[config.mk]
export PLATFORM = sky130hd
export DESIGN_NAME = ivt_vector_lookup
export DESIGN_NICKNAME = d
export VERILOG_FILES = /design/src/verilog/ivt_slot_map.v /design/src/verilog/ivt_vector_lookup.v
export VERILOG_INCLUDE_DIRS = /design/src /design/src/verilog
export SDC_FILE = /design/constraint.sdc
export NUM_CORES = 1
export LEC_CHECK = 0
export BUFFER_PORTS_ARGS = -buffer_cell sky130_fd_sc_hd__buf_2
export CAP_MARGIN = 20
export CORE_MARGIN = 10
export CORE_UTILIZATION = 34
export DETAILED_ROUTE_END_ITERATION = 10
export SETUP_SLACK_MARGIN = 0.02
export SLEW_MARGIN = 20
export SYNTH_ARGS = -nofsm -noshare
export SYNTH_HDL_FRONTEND = slang
export SYNTH_SLANG_ARGS = --single-unit
[constraint.sdc]
create_clock -name core_clk -period 6.7 [get_ports core_clk]
set_clock_uncertainty 0.05 [all_clocks]
set_input_delay 1.34 -clock core_clk [delete_from_list [all_inputs] [get_ports core_clk]]
set_output_delay 1.34 -clock core_clk [all_outputs]
set_load 0.02 [all_outputs]
[src/verilog/ivt_defines.vh]
`ifndef IVT_DEFINES_VH
`define IVT_DEFINES_VH

// ------------------------------------------------------------
// address and vector layout
// ------------------------------------------------------------
`define IVT_AW 20
`define IVT_FIXED_LO 20'hf_ffdc
`define IVT_FIXED_HI 20'hf_ffff
`define IVT_VEC_UNDEF 20'hf_ffdc
`define IVT_VEC_OVFL 20'hf_ffe0
`define IVT_VEC_BREAK 20'hf_ffe4
`define IVT_VEC_AMATCH 20'hf_ffe8
`define IVT_VEC_STEP 20'hf_ffec
`define IVT_VEC_WDOG 20'hf_fff0
`define IVT_VEC_DEBUG 20'hf_fff4
`define IVT_VEC_NMI 20'hf_fff8
`define IVT_VEC_RESET 20'hf_fffc
`define IVT_BREAK_REDIRECT 16'hffff
`define IVT_ENTRY_BYTES 3'h4
`define IVT_ENTRY_LAST 2'h3
`define IVT_TABLE_BYTES 9'h100
`define IVT_FIRST_ALWAYS_NUM 6'h20

// ------------------------------------------------------------
// register map (byte addresses)
// ------------------------------------------------------------
`define IVT_REG_BASE 12'h000
`define IVT_REG_CTRL 12'h004
`define IVT_REG_LAST 12'h008
`define IVT_CAUSE_INDEX 12'h35f
`define IVT_REG_CAUSE 12'hd7c
`define IVT_BASE_RESET 20'h0_0000
`define IVT_CAUSE_LSB 4
`define IVT_CAUSE_MSB 7
`define IVT_CTRL_IEN 0
`define IVT_CTRL_AMEN 1
`define IVT_CTRL_I2C 2

// ------------------------------------------------------------
// slot layout
// ------------------------------------------------------------
`define IVT_SLOT_PERIPH_MASK 32'hffff_fff0
`define IVT_SLOT_UART2_TX 15
`define IVT_SLOT_UART2_RX 16
`define IVT_SLOT_SHARED_A 4
`define IVT_SLOT_SHARED_B 24
`define IVT_SLOT_SHARED_C 25
`define IVT_SLOT_SHARED_D 31

// ------------------------------------------------------------
// source codes reported with each branch
// ------------------------------------------------------------
`define IVT_SRC_RESET 4'h0
`define IVT_SRC_NMI 4'h1
`define IVT_SRC_WDOG 4'h2
`define IVT_SRC_DEBUG 4'h3
`define IVT_SRC_STEP 4'h4
`define IVT_SRC_AMATCH 4'h5
`define IVT_SRC_UNDEF 4'h6
`define IVT_SRC_OVFL 4'h7
`define IVT_SRC_BREAK 4'h8
`define IVT_SRC_SWINT 4'h9
`define IVT_SRC_PERIPH 4'ha

`endif

[src/verilog/ivt_slot_map.v]
`timescale 1ns/1ps
`default_nettype none

`include "ivt_defines.vh"

module ivt_slot_map
(
  input wire [31:0] periph_irq,
  input wire [3:0] alt_irq,
  input wire [3:0] cause_select,
  input wire i2c_mode,
  input wire i2c_nack_irq,
  input wire i2c_ack_irq,
  output reg [31:0] slot_req
);

  // ------------------------------------------------------------
  // per-slot source selection
  // ------------------------------------------------------------
  wire [31:0] periph_mask = `IVT_SLOT_PERIPH_MASK;
  wire [31:0] base_req;
  genvar g;
  generate
    for (g = 0; g < 32; g = g + 1)
    begin : g_slot
      // slots below four carry no peripheral, so they are masked off
      assign base_req[g] = periph_irq[g] & periph_mask[g];
    end
  endgenerate

  // shared slots and the i2c acknowledge overlay
  always @*
  begin
    slot_req = base_req;
    slot_req[`IVT_SLOT_SHARED_A] = cause_select[0] ? alt_irq[0] : periph_irq[`IVT_SLOT_SHARED_A];
    slot_req[`IVT_SLOT_SHARED_B] = cause_select[1] ? alt_irq[1] : periph_irq[`IVT_SLOT_SHARED_B];
    slot_req[`IVT_SLOT_SHARED_C] = cause_select[2] ? alt_irq[2] : periph_irq[`IVT_SLOT_SHARED_C];
    slot_req[`IVT_SLOT_SHARED_D] = cause_select[3] ? alt_irq[3] : periph_irq[`IVT_SLOT_SHARED_D];
    if (i2c_mode)
    begin
      slot_req[`IVT_SLOT_UART2_TX] = i2c_nack_irq;
      slot_req[`IVT_SLOT_UART2_RX] = i2c_ack_irq;
    end
  end

endmodule

`default_nettype wire

[src/verilog/ivt_vector_lookup.v]
// Chosen here: the register offsets and the AHB-Lite register port.
`timescale 1ns/1ps
`default_nettype none

`include "ivt_defines.vh"


module ivt_vector_lookup
(
  input wire core_clk,
  input wire reset,
  // ahb-lite slave
  input wire hsel,
  input wire [31:0] haddr,
  input wire [1:0] htrans,
  input wire hwrite,
  input wire [2:0] hsize,
  input wire [31:0] hwdata,
  input wire hready,
  output wire hreadyout,
  output wire hresp,
  output reg [31:0] hrdata,
  // fixed trap events from the core, one-cycle pulses
  input wire undefined_opcode_trap,
  input wire overflow_trap,
  input wire break_trap,
  input wire address_match_hit,
  input wire single_step_trap,
  input wire debugger_trap,
  input wire watchdog_irq,
  input wire nmi_req,
  // software interrupt instruction, held until acknowledged
  input wire sw_int_req,
  input wire [5:0] sw_int_num,
  output wire sw_int_ack,
  // peripheral request levels
  input wire [31:0] periph_irq,
  input wire [3:0] alt_irq,
  input wire i2c_nack_irq,
  input wire i2c_ack_irq,
  output reg [31:0] slot_ack,
  // program memory byte read port
  output reg mem_req,
  output reg [19:0] mem_addr,
  input wire mem_rvalid,
  input wire [7:0] mem_rdata,
  // branch to the core
  output reg branch_valid,
  output reg [19:0] branch_addr,
  output reg [3:0] branch_source,
  output wire busy
);

  localparam S_IDLE = 1'b0;
  localparam S_FETCH = 1'b1;

  // ------------------------------------------------------------
  // register file
  // ------------------------------------------------------------
  reg [19:0] vector_table_base;
  reg global_int_enable;
  reg address_match_enable;
  reg i2c_mode;
  reg [3:0] cause_select;
  reg [19:0] last_branch;
  reg wr_pend;
  reg [11:0] wr_addr;

  wire addr_phase = hsel & hready & htrans[1];
  wire [11:0] a_off = haddr[11:0];

  // never stalls and never errors, so the bus sees zero wait states
  assign hreadyout = 1'b1;
  assign hresp = 1'b0;

  // write data arrives one cycle after its address phase
  always @(posedge core_clk)
  begin
    if (reset)
    begin
      wr_pend <= 1'b0;
      wr_addr <= 12'h000;
      vector_table_base <= `IVT_BASE_RESET;
      global_int_enable <= 1'b0;
      address_match_enable <= 1'b0;
      i2c_mode <= 1'b0;
      cause_select <= 4'h0;
    end
    else
    begin
      wr_pend <= addr_phase & hwrite;
      wr_addr <= a_off;
      if (wr_pend)
      begin
        case (wr_addr)
          `IVT_REG_BASE: vector_table_base <= hwdata[19:0];
          `IVT_REG_CTRL:
          begin
            global_int_enable <= hwdata[`IVT_CTRL_IEN];
            address_match_enable <= hwdata[`IVT_CTRL_AMEN];
            i2c_mode <= hwdata[`IVT_CTRL_I2C];
          end
          `IVT_REG_CAUSE: cause_select <= hwdata[`IVT_CAUSE_MSB:`IVT_CAUSE_LSB];
          default: ;
        endcase
      end
    end
  end

  // read data is set up in the address phase so it stands in the data phase
  always @(posedge core_clk)
  begin
    if (reset)
      hrdata <= 32'h0000_0000;
    else if (addr_phase & ~hwrite)
    begin
      case (a_off)
        `IVT_REG_BASE: hrdata <= {12'h000, vector_table_base};
        `IVT_REG_CTRL: hrdata <= {29'h0000_0000, i2c_mode, address_match_enable, global_int_enable};
        `IVT_REG_LAST: hrdata <= {12'h000, last_branch};
        `IVT_REG_CAUSE: hrdata <= {24'h00_0000, cause_select, 4'h0};
        default: hrdata <= 32'h0000_0000;
      endcase
    end
  end

  // ------------------------------------------------------------
  // request collection
  // ------------------------------------------------------------
  wire [31:0] slot_req;

  ivt_slot_map u_slot_map
  (
    .periph_irq(periph_irq),
    .alt_irq(alt_irq),
    .cause_select(cause_select),
    .i2c_mode(i2c_mode),
    .i2c_nack_irq(i2c_nack_irq),
    .i2c_ack_irq(i2c_ack_irq),
    .slot_req(slot_req)
  );

  // pending fixed traps: bit order matches the source codes 0..8
  reg [8:0] fixed_pend;
  reg [8:0] fixed_take;
  wire [8:0] fixed_set;
  assign fixed_set[`IVT_SRC_RESET] = 1'b0;
  assign fixed_set[`IVT_SRC_NMI] = nmi_req;
  assign fixed_set[`IVT_SRC_WDOG] = watchdog_irq;
  assign fixed_set[`IVT_SRC_DEBUG] = debugger_trap;
  assign fixed_set[`IVT_SRC_STEP] = single_step_trap;
  assign fixed_set[`IVT_SRC_AMATCH] = address_match_hit & address_match_enable;
  assign fixed_set[`IVT_SRC_UNDEF] = undefined_opcode_trap;
  assign fixed_set[`IVT_SRC_OVFL] = overflow_trap;
  assign fixed_set[`IVT_SRC_BREAK] = break_trap;

  // the reset vector is pending straight out of reset; set beats take
  always @(posedge core_clk)
  begin
    if (reset)
      fixed_pend <= 9'h001;
    else
      fixed_pend <= (fixed_pend & ~fixed_take) | fixed_set;
  end

  // peripheral slots only count while the global flag is set
  wire [31:0] periph_live = slot_req & {32{global_int_enable}};
  wire sw_ok = sw_int_req & (global_int_enable | sw_int_num == 6'h00 | sw_int_num >= `IVT_FIRST_ALWAYS_NUM);

  // ------------------------------------------------------------
  // selection: fixed traps first, then software, then lowest slot
  // ------------------------------------------------------------
  reg pick_any;
  reg [3:0] pick_src;
  reg [19:0] pick_addr;
  reg pick_fixed;
  reg [5:0] pick_num;
  integer i;

  always @*
  begin
    pick_any = 1'b0;
    pick_src = `IVT_SRC_PERIPH;
    pick_fixed = 1'b0;
    pick_num = 6'h00;
    for (i = 31; i >= 4; i = i - 1)
    begin
      if (periph_live[i])
      begin
        pick_any = 1'b1;
        pick_num = i[5:0];
      end
    end
    if (sw_ok)
    begin
      pick_any = 1'b1;
      pick_src = `IVT_SRC_SWINT;
      pick_num = sw_int_num;
    end
    for (i = 8; i >= 0; i = i - 1)
    begin
      if (fixed_pend[i])
      begin
        pick_any = 1'b1;
        pick_fixed = 1'b1;
        pick_src = i[3:0];
      end
    end
    // fixed entries do not follow source code order; each code has its own entry between 20'hf_ffdc and 20'hf_fffc
    case (pick_src)
      `IVT_SRC_RESET: pick_addr = `IVT_VEC_RESET;
      `IVT_SRC_NMI: pick_addr = `IVT_VEC_NMI;
      `IVT_SRC_WDOG: pick_addr = `IVT_VEC_WDOG;
      `IVT_SRC_DEBUG: pick_addr = `IVT_VEC_DEBUG;
      `IVT_SRC_STEP: pick_addr = `IVT_VEC_STEP;
      `IVT_SRC_AMATCH: pick_addr = `IVT_VEC_AMATCH;
      `IVT_SRC_UNDEF: pick_addr = `IVT_VEC_UNDEF;
      `IVT_SRC_OVFL: pick_addr = `IVT_VEC_OVFL;
      `IVT_SRC_BREAK: pick_addr = `IVT_VEC_BREAK;
      // relocatable entry: base plus four times the number, wraps in 20 bits
      default: pick_addr = vector_table_base + {12'h000, pick_num, 2'b00};
    endcase
  end

  // ------------------------------------------------------------
  // vector fetch state machine
  // ------------------------------------------------------------
  reg state;
  reg [1:0] byte_cnt;
  reg [23:0] shift;
  reg break_redirected;
  reg [3:0] cur_src;
  reg [5:0] cur_num;
  wire take = (state == S_IDLE) & pick_any;
  wire [31:0] entry = {mem_rdata, shift};

  assign busy = (state != S_IDLE);
  assign sw_int_ack = take & (pick_src == `IVT_SRC_SWINT);

  // one-hot take mask for the fixed pending bits
  always @*
  begin
    fixed_take = 9'h000;
    if (take & pick_fixed)
      fixed_take[pick_src] = 1'b1;
  end

  always @(posedge core_clk)
  begin
    if (reset)
    begin
      state <= S_IDLE;
      byte_cnt <= 2'b00;
      shift <= 24'h00_0000;
      break_redirected <= 1'b0;
      cur_src <= `IVT_SRC_RESET;
      cur_num <= 6'h00;
      mem_req <= 1'b0;
      mem_addr <= `IVT_VEC_RESET;
      branch_valid <= 1'b0;
      branch_addr <= 20'h0_0000;
      branch_source <= `IVT_SRC_RESET;
      last_branch <= 20'h0_0000;
      slot_ack <= 32'h0000_0000;
    end
    else
    begin
      branch_valid <= 1'b0;
      slot_ack <= 32'h0000_0000;
      case (state)
        S_IDLE:
        begin
          if (take)
          begin
            state <= S_FETCH;
            byte_cnt <= 2'b00;
            break_redirected <= 1'b0;
            cur_src <= pick_src;
            cur_num <= pick_num;
            mem_req <= 1'b1;
            mem_addr <= pick_addr;
            // peripheral hears its acceptance so it can drop the request
            if (pick_src == `IVT_SRC_PERIPH)
              slot_ack[pick_num[4:0]] <= 1'b1;
          end
        end
        S_FETCH:
        begin
          if (mem_rvalid)
          begin
            // low byte arrives first and moves down as the rest follow
            shift <= {mem_rdata, shift[23:8]};
            mem_addr <= mem_addr + 20'h0_0001;
            byte_cnt <= byte_cnt + 2'b01;
            if (byte_cnt == `IVT_ENTRY_LAST)
            begin
              if (cur_src == `IVT_SRC_BREAK & ~break_redirected & entry[15:0] == `IVT_BREAK_REDIRECT)
              begin
                // unprogrammed break entry: fall back to relocatable entry 0
                break_redirected <= 1'b1;
                mem_addr <= vector_table_base;
                byte_cnt <= 2'b00;
              end
              else
              begin
                // upper twelve bits of the entry are not an address
                state <= S_IDLE;
                mem_req <= 1'b0;
                branch_valid <= 1'b1;
                branch_addr <= entry[19:0];
                branch_source <= cur_src;
                last_branch <= entry[19:0];
              end
            end
          end
        end
        default: state <= S_IDLE;
      endcase
    end
  end

endmodule

`default_nettype wire

=== Yosys cells after proc, flatten, opt, wreduce, memory -nomap -nowiden ===
Cells that the tools add are included.

* Flip-flop bits (word level): 191
* Input port bits: 136
* Output and inout port bits: 114
* Word-level logic and storage cells: 217

* Add/subtract/negate cells: 3
* $lt $le $gt $ge: 5
* Eq/ne operators: 23
* Multiplexer cells: 124
* Bitwise operators: 25
* Reductions and logical operators: 17

{| class="wikitable"
|+ Operator list
! kind !! count
|-
| $pmux 20 s9 || 1
|-
| $mux 6 || 28
|-
| $mux 20 || 4
|-
| $pmux 20 s4 || 1
|-
| $mux 1 || 66
|-
| $pmux 20 s2 || 1
|-
| $mux 4 || 9
|-
| $and 32x32->32 || 1
|-
| $eq 12x12->1 const B || 2
|-
| $eq 12x3->1 const B || 2
|-
| $logic_not 12->1 || 2
|-
| $add 20x1->20 const B || 1
|-
| $add 20x8->20 || 1
|-
| $eq 16x16->1 const B || 1
|-
| $eq 4x3->1 const B || 4
|-
| $eq 4x4->1 const B || 4
|-
| $eq 12x4->1 const B || 1
|-
| $mux 2 || 6
|-
| $reduce_and 2->1 || 6
|-
| $reduce_and 4->1 || 3
|-
| $and 1x1->1 || 11
|-
| $and 9x9->9 || 1
|-
| $mux 9 || 1
|-
| $not 9->9 || 1
|-
| 23 further kinds || 39
|}

=== Longest topological paths before layout ===
* Depth after elaboration: 46
* Mapped depth: 15
* Mapped depth without buffers: 14

=== Hierarchy ===
A second synthesis with hierarchy kept.

* Cell total of the unflattened synthesis: 1042
* Area total of the unflattened synthesis: 8682.1 um^2

{| class="wikitable"
|+ By module, submodules not included
! module !! instances !! cells each !! area each (um^2) !! seq. area each (um^2)
|-
| ivt_vector_lookup || 1 || 1009 || 8396.8 || 3583.4
|-
| ivt_slot_map || 1 || 33 || 285.3 || 0.0
|}

=== Worst setup path before layout ===
No wires, ideal clock.

* Path type: input to register
* Start point: input sw_int_req
* End point: register mem_addr[18]
* Library setup time: 0.141 ns
* Arrival: 4.289 ns
* Required time: 6.509 ns
* Path slack: 2.220 ns
* Stages on the path: 14
* Path buffers: 1
* Path through: clkbuf_2 o21a_1 a31oi_1 o211ai_1 o32ai_1 ha_1 fa_1 a211o_1 o211ai_1 a211oi_1 nand3_1 xnor2_1 o211ai_1 o211ai_1

* Cells in the longest elaborated chain, start to end: 15
* Elaborated cells between the ends (all ways): 38
* Those cells by class: add/sub: 1; eq/ne: 9; mux: 24; bitwise: 2; reduce/logical: 2

{| class="wikitable"
|+ RTL lines
! what !! line !! text
|-
| start: declaration || ivt_vector_lookup.v:33 || <nowiki>input wire sw_int_req,</nowiki>
|-
| $and 1x1->1 * || ivt_vector_lookup.v:168 || <nowiki>wire sw_ok = sw_int_req & (global_int_enable | sw_int_num == 6'h00 | sw_int_num >= `IVT_FIRST_ALWAYS_NUM);</nowiki>
|-
| $mux 2 || ivt_vector_lookup.v:194 || <nowiki>if (sw_ok)</nowiki>
|-
| $mux 4 (9 in series) || ivt_vector_lookup.v:202 || <nowiki>if (fixed_pend[i])</nowiki>
|-
| $eq 4x4->1, or another cell as far along || ivt_vector_lookup.v:210 || <nowiki>case (pick_src)</nowiki>
|-
| $pmux 20 s9 || ivt_vector_lookup.v:210 ||
|-
| $mux 20 || ivt_vector_lookup.v:273 || <nowiki>if (take)</nowiki>
|-
| $pmux 20 s2 || ivt_vector_lookup.v:270 || <nowiki>case (state)</nowiki>
|-
| end signal: assignment || ivt_vector_lookup.v:281 || <nowiki>mem_addr <= pick_addr;</nowiki>
|-
| end signal: assignment || ivt_vector_lookup.v:293 || <nowiki>mem_addr <= mem_addr + 20'h0_0001;</nowiki>
|-
| end signal: assignment || ivt_vector_lookup.v:301 || <nowiki>mem_addr <= vector_table_base;</nowiki>
|-
| end: declaration || ivt_vector_lookup.v:44 || <nowiki>output reg [19:0] mem_addr,</nowiki>
|}

Mark *: on every way between the ends. The rest lies on a longest branch, timed or not. The select of a mux whose other input is x is not followed.
A chain may end at the register's enable or synchronous reset.

=== Final worst setup path ===
* Start point: input sw_int_num[0]
* End point: output sw_int_ack

* Cells in the longest elaborated chain, start to end: 16
* Elaborated cells between the ends (all ways): 28
* Those cells by class: order compare: 1; eq/ne: 1; mux: 20; bitwise: 5; reduce/logical: 1

{| class="wikitable"
|+ RTL lines
! what !! line !! text
|-
| start: declaration || ivt_vector_lookup.v:34 || <nowiki>input wire [5:0] sw_int_num,</nowiki>
|-
| parallel branches: the longest is 2 deep, another holds $ge 6x6->1 || - ||
|-
| $or 1x1->1 (no line) * || - ||
|-
| $and 1x1->1 * || ivt_vector_lookup.v:168 ||
|-
| $mux 2 or $mux 1 (tied branches) || ivt_vector_lookup.v:194 ||
|-
| $mux 4 or $mux 1 (tied branches) (9 in series) || ivt_vector_lookup.v:202 ||
|-
| $eq 4x4->1 (no line) or $and 1x1->1 (tied branches) || - ||
|-
| $and 1x1->1 * || ivt_vector_lookup.v:238 || <nowiki>assign sw_int_ack = take & (pick_src == `IVT_SRC_SWINT);</nowiki>
|-
| end: declaration || ivt_vector_lookup.v:35 || <nowiki>output wire sw_int_ack,</nowiki>
|}

Every way passes the cells marked *.

==> results.py <==
metrics = {
    "detailed_routing": {
        "drcViolationCount": 0,
        "dr.pass1.iters": 4,
        "vias_per_cell": 5.22,
        "via_count": 8029,
        "wl_um": 27800,
        "drt_iter0_drc": 531,
        "wl_per_cell_um": 18.1,
        "drtAntennaViolNets": 0,
    },
    "floorplan": {
        "die_w_um": 177,
        "coreArea_um2": 24400,
        "die_h_um": 177,
        "start_util": 0.346,
        "pin_count": 250,
        "core.rowCount": 57,
        "die_area_um2": 31500,
    },
    "global_route": {
        "grt_remaining_overflow": 0,
        "grt_max_degree": 89,
        "grt_pass1_wl_um": 42400,
        "antenna_found_initial": 1,
        "grt.total_usage": 0.169,
        "grt_pass1_vias": 7631,
    },
    "synthesis": {
        "synth_edf_count": 0,
        "netlist_area_um2": 8430,
        "synth_top_family_by_area": "simple AND/OR/NAND/NOR gates",
        "yosysSeqAreaShare": 0.425,
        "ys_seq_elements": 179,
        "synth_xor_area_frac": 0.0187,
        "synthMuxAreaShare": 0.0651,
        "synth_cells": 1035,
        "ys_types": 72,
        "synthFlopType": "dfxtp_1",
        "synthSimpleGateAreaFrac": 0.244,
        "synthArstFlopShare": 0,
        "synth.top_cell.area_share": 0.425,
        "synthTopCellsByArea": "dfxtp_1 (42%), nand2_1 (7.0%), a21oi_1 (6.3%)",
        "synth_area_leader_cell": "dfxtp_1",
        "synth_compound_gate_area_share": 0.184,
        "synth_fa_ha_area_frac": 0.0142,
        "synth-warning-count": 0,
        "avgSynthCellArea_um2": 8.15,
    },
    "critical_path": {
        "worstSetupEndpointType": "output pin",
        "slowest_stage": "o31ai_1",
        "cp_cell_sequence": "buf_2 -> nor3_2 -> a31oi_1 -> o221a_2 -> o31ai_1 -> nand2_1 -> nor2_1 -> buf_2",
        "cp_max_fo": 5,
        "crit_family": "compound AO/OA/AOI/OAI gates",
        "crit_required_ps": 5310,
        "r2r_cells": 13,
        "crit_arrival_ps": 3400,
        "critical_path_buf_inv_count": 2,
        "startpoint_type": "primary input",
        "path_class": "in2out",
        "cp.depth": 8,
        "cp_common_cell": "buf_2",
        "crit_path_max_incr_delay_ps": 650,
    },
    "power": {
        "total_power_mw": 2.30,
        "p_per_area_nw_per_um2": 226,
        "ir_worst_vdd_mv": 0.125,
        "power_leakage_nw": 4.11,
    },
    "clock_tree": {
        "tritoncts": "yes",
        "ctsHoldBuffers": 0,
        "cts_sinks": 179,
        "clkTransAtPathRegs_ps": 70,
        "post_cts_buffers": 0,
        "numCtsBuffers": 17,
        "ctsHtreeMaxLevel": 4,
        "worstSkewPairLatency_ps": 430,
        "max-clock-path-buffers": 2,
        "postCtsResizedCells": 0,
        "clockRootBuffer": "clkbuf_16",
    },
    "hold_path": {
        "holdPathStages": 2,
        "hp-class": "reg2reg",
    },
    "sta": {
        "setup_viol": 0,
        "tightest_slew_ps": 1030,
        "finalSetupTns_ps": 0,
        "fin_crit_sh": 0.715,
        "period_minus_slack_ps": 4790,
        "slew_headroom": 0.314,
        "maxSlewViolCount": 0,
        "rsz0062_at_grt": "no",
        "finalHoldViolations": 0,
        "finalWorstSetupSlack_ps": 1910,
        "fmax_mhz": 209,
    },
    "layout": {
        "fin_util": 0.418,
        "antenna_cells": 0,
        "drive_gt1_frac": 0.217,
        "fin_cells": 1539,
        "fillers": 2537,
        "fin_nets": 1347,
        "area.growth.synth_to_final_pct": 20.9,
    },
    "place": {
        "place.gp.congestion": 0.893,
        "dpl.cell_count": 1507,
        "place_ws_ps": 1540,
        "dp_hpwl_um": 21000,
        "portBuffers": 195,
    },
    "status": {
        "status": "complete, no violations",
    },
    "job": {
        "drv_cap": 0,
    },
}
==> power breakdown <==
| group | switching, mW | internal [mW] | total [mW] | leakage, nW |
|---|---|---|---|---|
| Combinational | 0.137 | 0.0774 | 0.214 | 2.39 |
| Clock | 0.450 | 0.527 | 0.977 | 0.270 |
| Sequential | 0.0231 | 1.09 | 1.11 | 1.45 |
==> stage by stage <==
stage / hold WS [ps] / instance area, µm²
4_1_cts: 403 / 10200
2_1_floorplan: 382 / 8490
3_3_place_gp: 387 / 9610
5_1_grt: 420 / 10200
3_5_place_dp: 391 / 9610
6_report: 400 / 10200
==> layout make-up <==
class                      count  area (µm²)  area share
tap                          324         405      0.0398
clock buffer                  19         433      0.0425
multi-input combinational    779        4510       0.443
inverter                      24        90.1     0.00884
clock inverter                13         148      0.0145
timing repair buffer         201        1020       0.100
sequential                   179        3580       0.351
==> cell families (layout without fill, tap and decap cells) <==
logic type	Yosys count	count (layout)
buffers and inverters	93	257
other	2	18
DFF	179	179
AOI/OAI and AO/OA	244	244
xor gates and xnor gates	18	18
and+or+nand+nor	438	438
adders and majority gates	9	9
muxes	52	52
==> worst paths after layout <==
kind / startpoint / end / slack (ps)
min reg2reg: hrdata[8] / hrdata[8] / 400
max reg2reg: i2c_mode / mem_addr[17] / 2530
min: hrdata[8] / hrdata[8] / 400
max: sw_int_num[0] / sw_int_ack / 1910
==> worst min-delay path, cell delays in order, from the launching register on <==
cell     delay (ps)
dfxtp_1         310
nand2_1          50
a21oi_1          50
==> cells in the mapped netlist (8+ instances only) <==
cell type,count
mux2_2,19
nor4_1,12
o31ai_1,9
buf_4,14
nand2_1,157
mux2i_1,32
nor2b_1,12
nand3_1,39
a211oi_1,10
ha_1,8
o211ai_1,11
dfxtp_1,179
a21oi_1,106
and3_1,12
xor2_1,10
xnor2_1,8
nand4_1,15
clkbuf_1,45
nor2_1,118
a221oi_1,11
o21ai_0,32
nand2b_1,8
inv_1,22
nor3_1,27
==> state kept, by name, summed over array words and instances, names as in the netlist, 2 cells and up <==
name and cells:
cause_select 4, slot_ack 32, hrdata 20, vector_table_base 20, mem_addr 20, branch_source 4, shift 24, fixed_pend 9
wr_addr 12, cur_src 4, byte_cnt 2, last_branch 20
==> placed cells by master (no fill, tap or decap), drive strengths merged, types with 5 or more instances in the layout <==
cell type,instances
or3,6
dfxtp,179
nor4,15
nand4,15
o211ai,11
nand2b,8
nand3,39
o31ai,9
a21o,7
xnor2,8
clkbuf,19
a221oi,11
nor2b,12
ha,8
and3,12
mux2,20
and2,8
inv,27
a31oi,6
buf,201
conb,18
o21ai,33
nand2,157
a211o,5
mux2i,32
a21oi,106
a211oi,11
nor3,28
xor2,10
nor2,118
clkinv,5
==> layer usage <==
layer	part of all wire	GRT usage	vias to the layer above
met4	0.0075	0.0333	2
met2	0.44	0.266	253
met5	0.00047	0	-
li1	-	-	3986
met1	0.46	0.223	3769
met3	0.086	0.0542	19
Note: power is estimated with default switching activity, not from simulation.
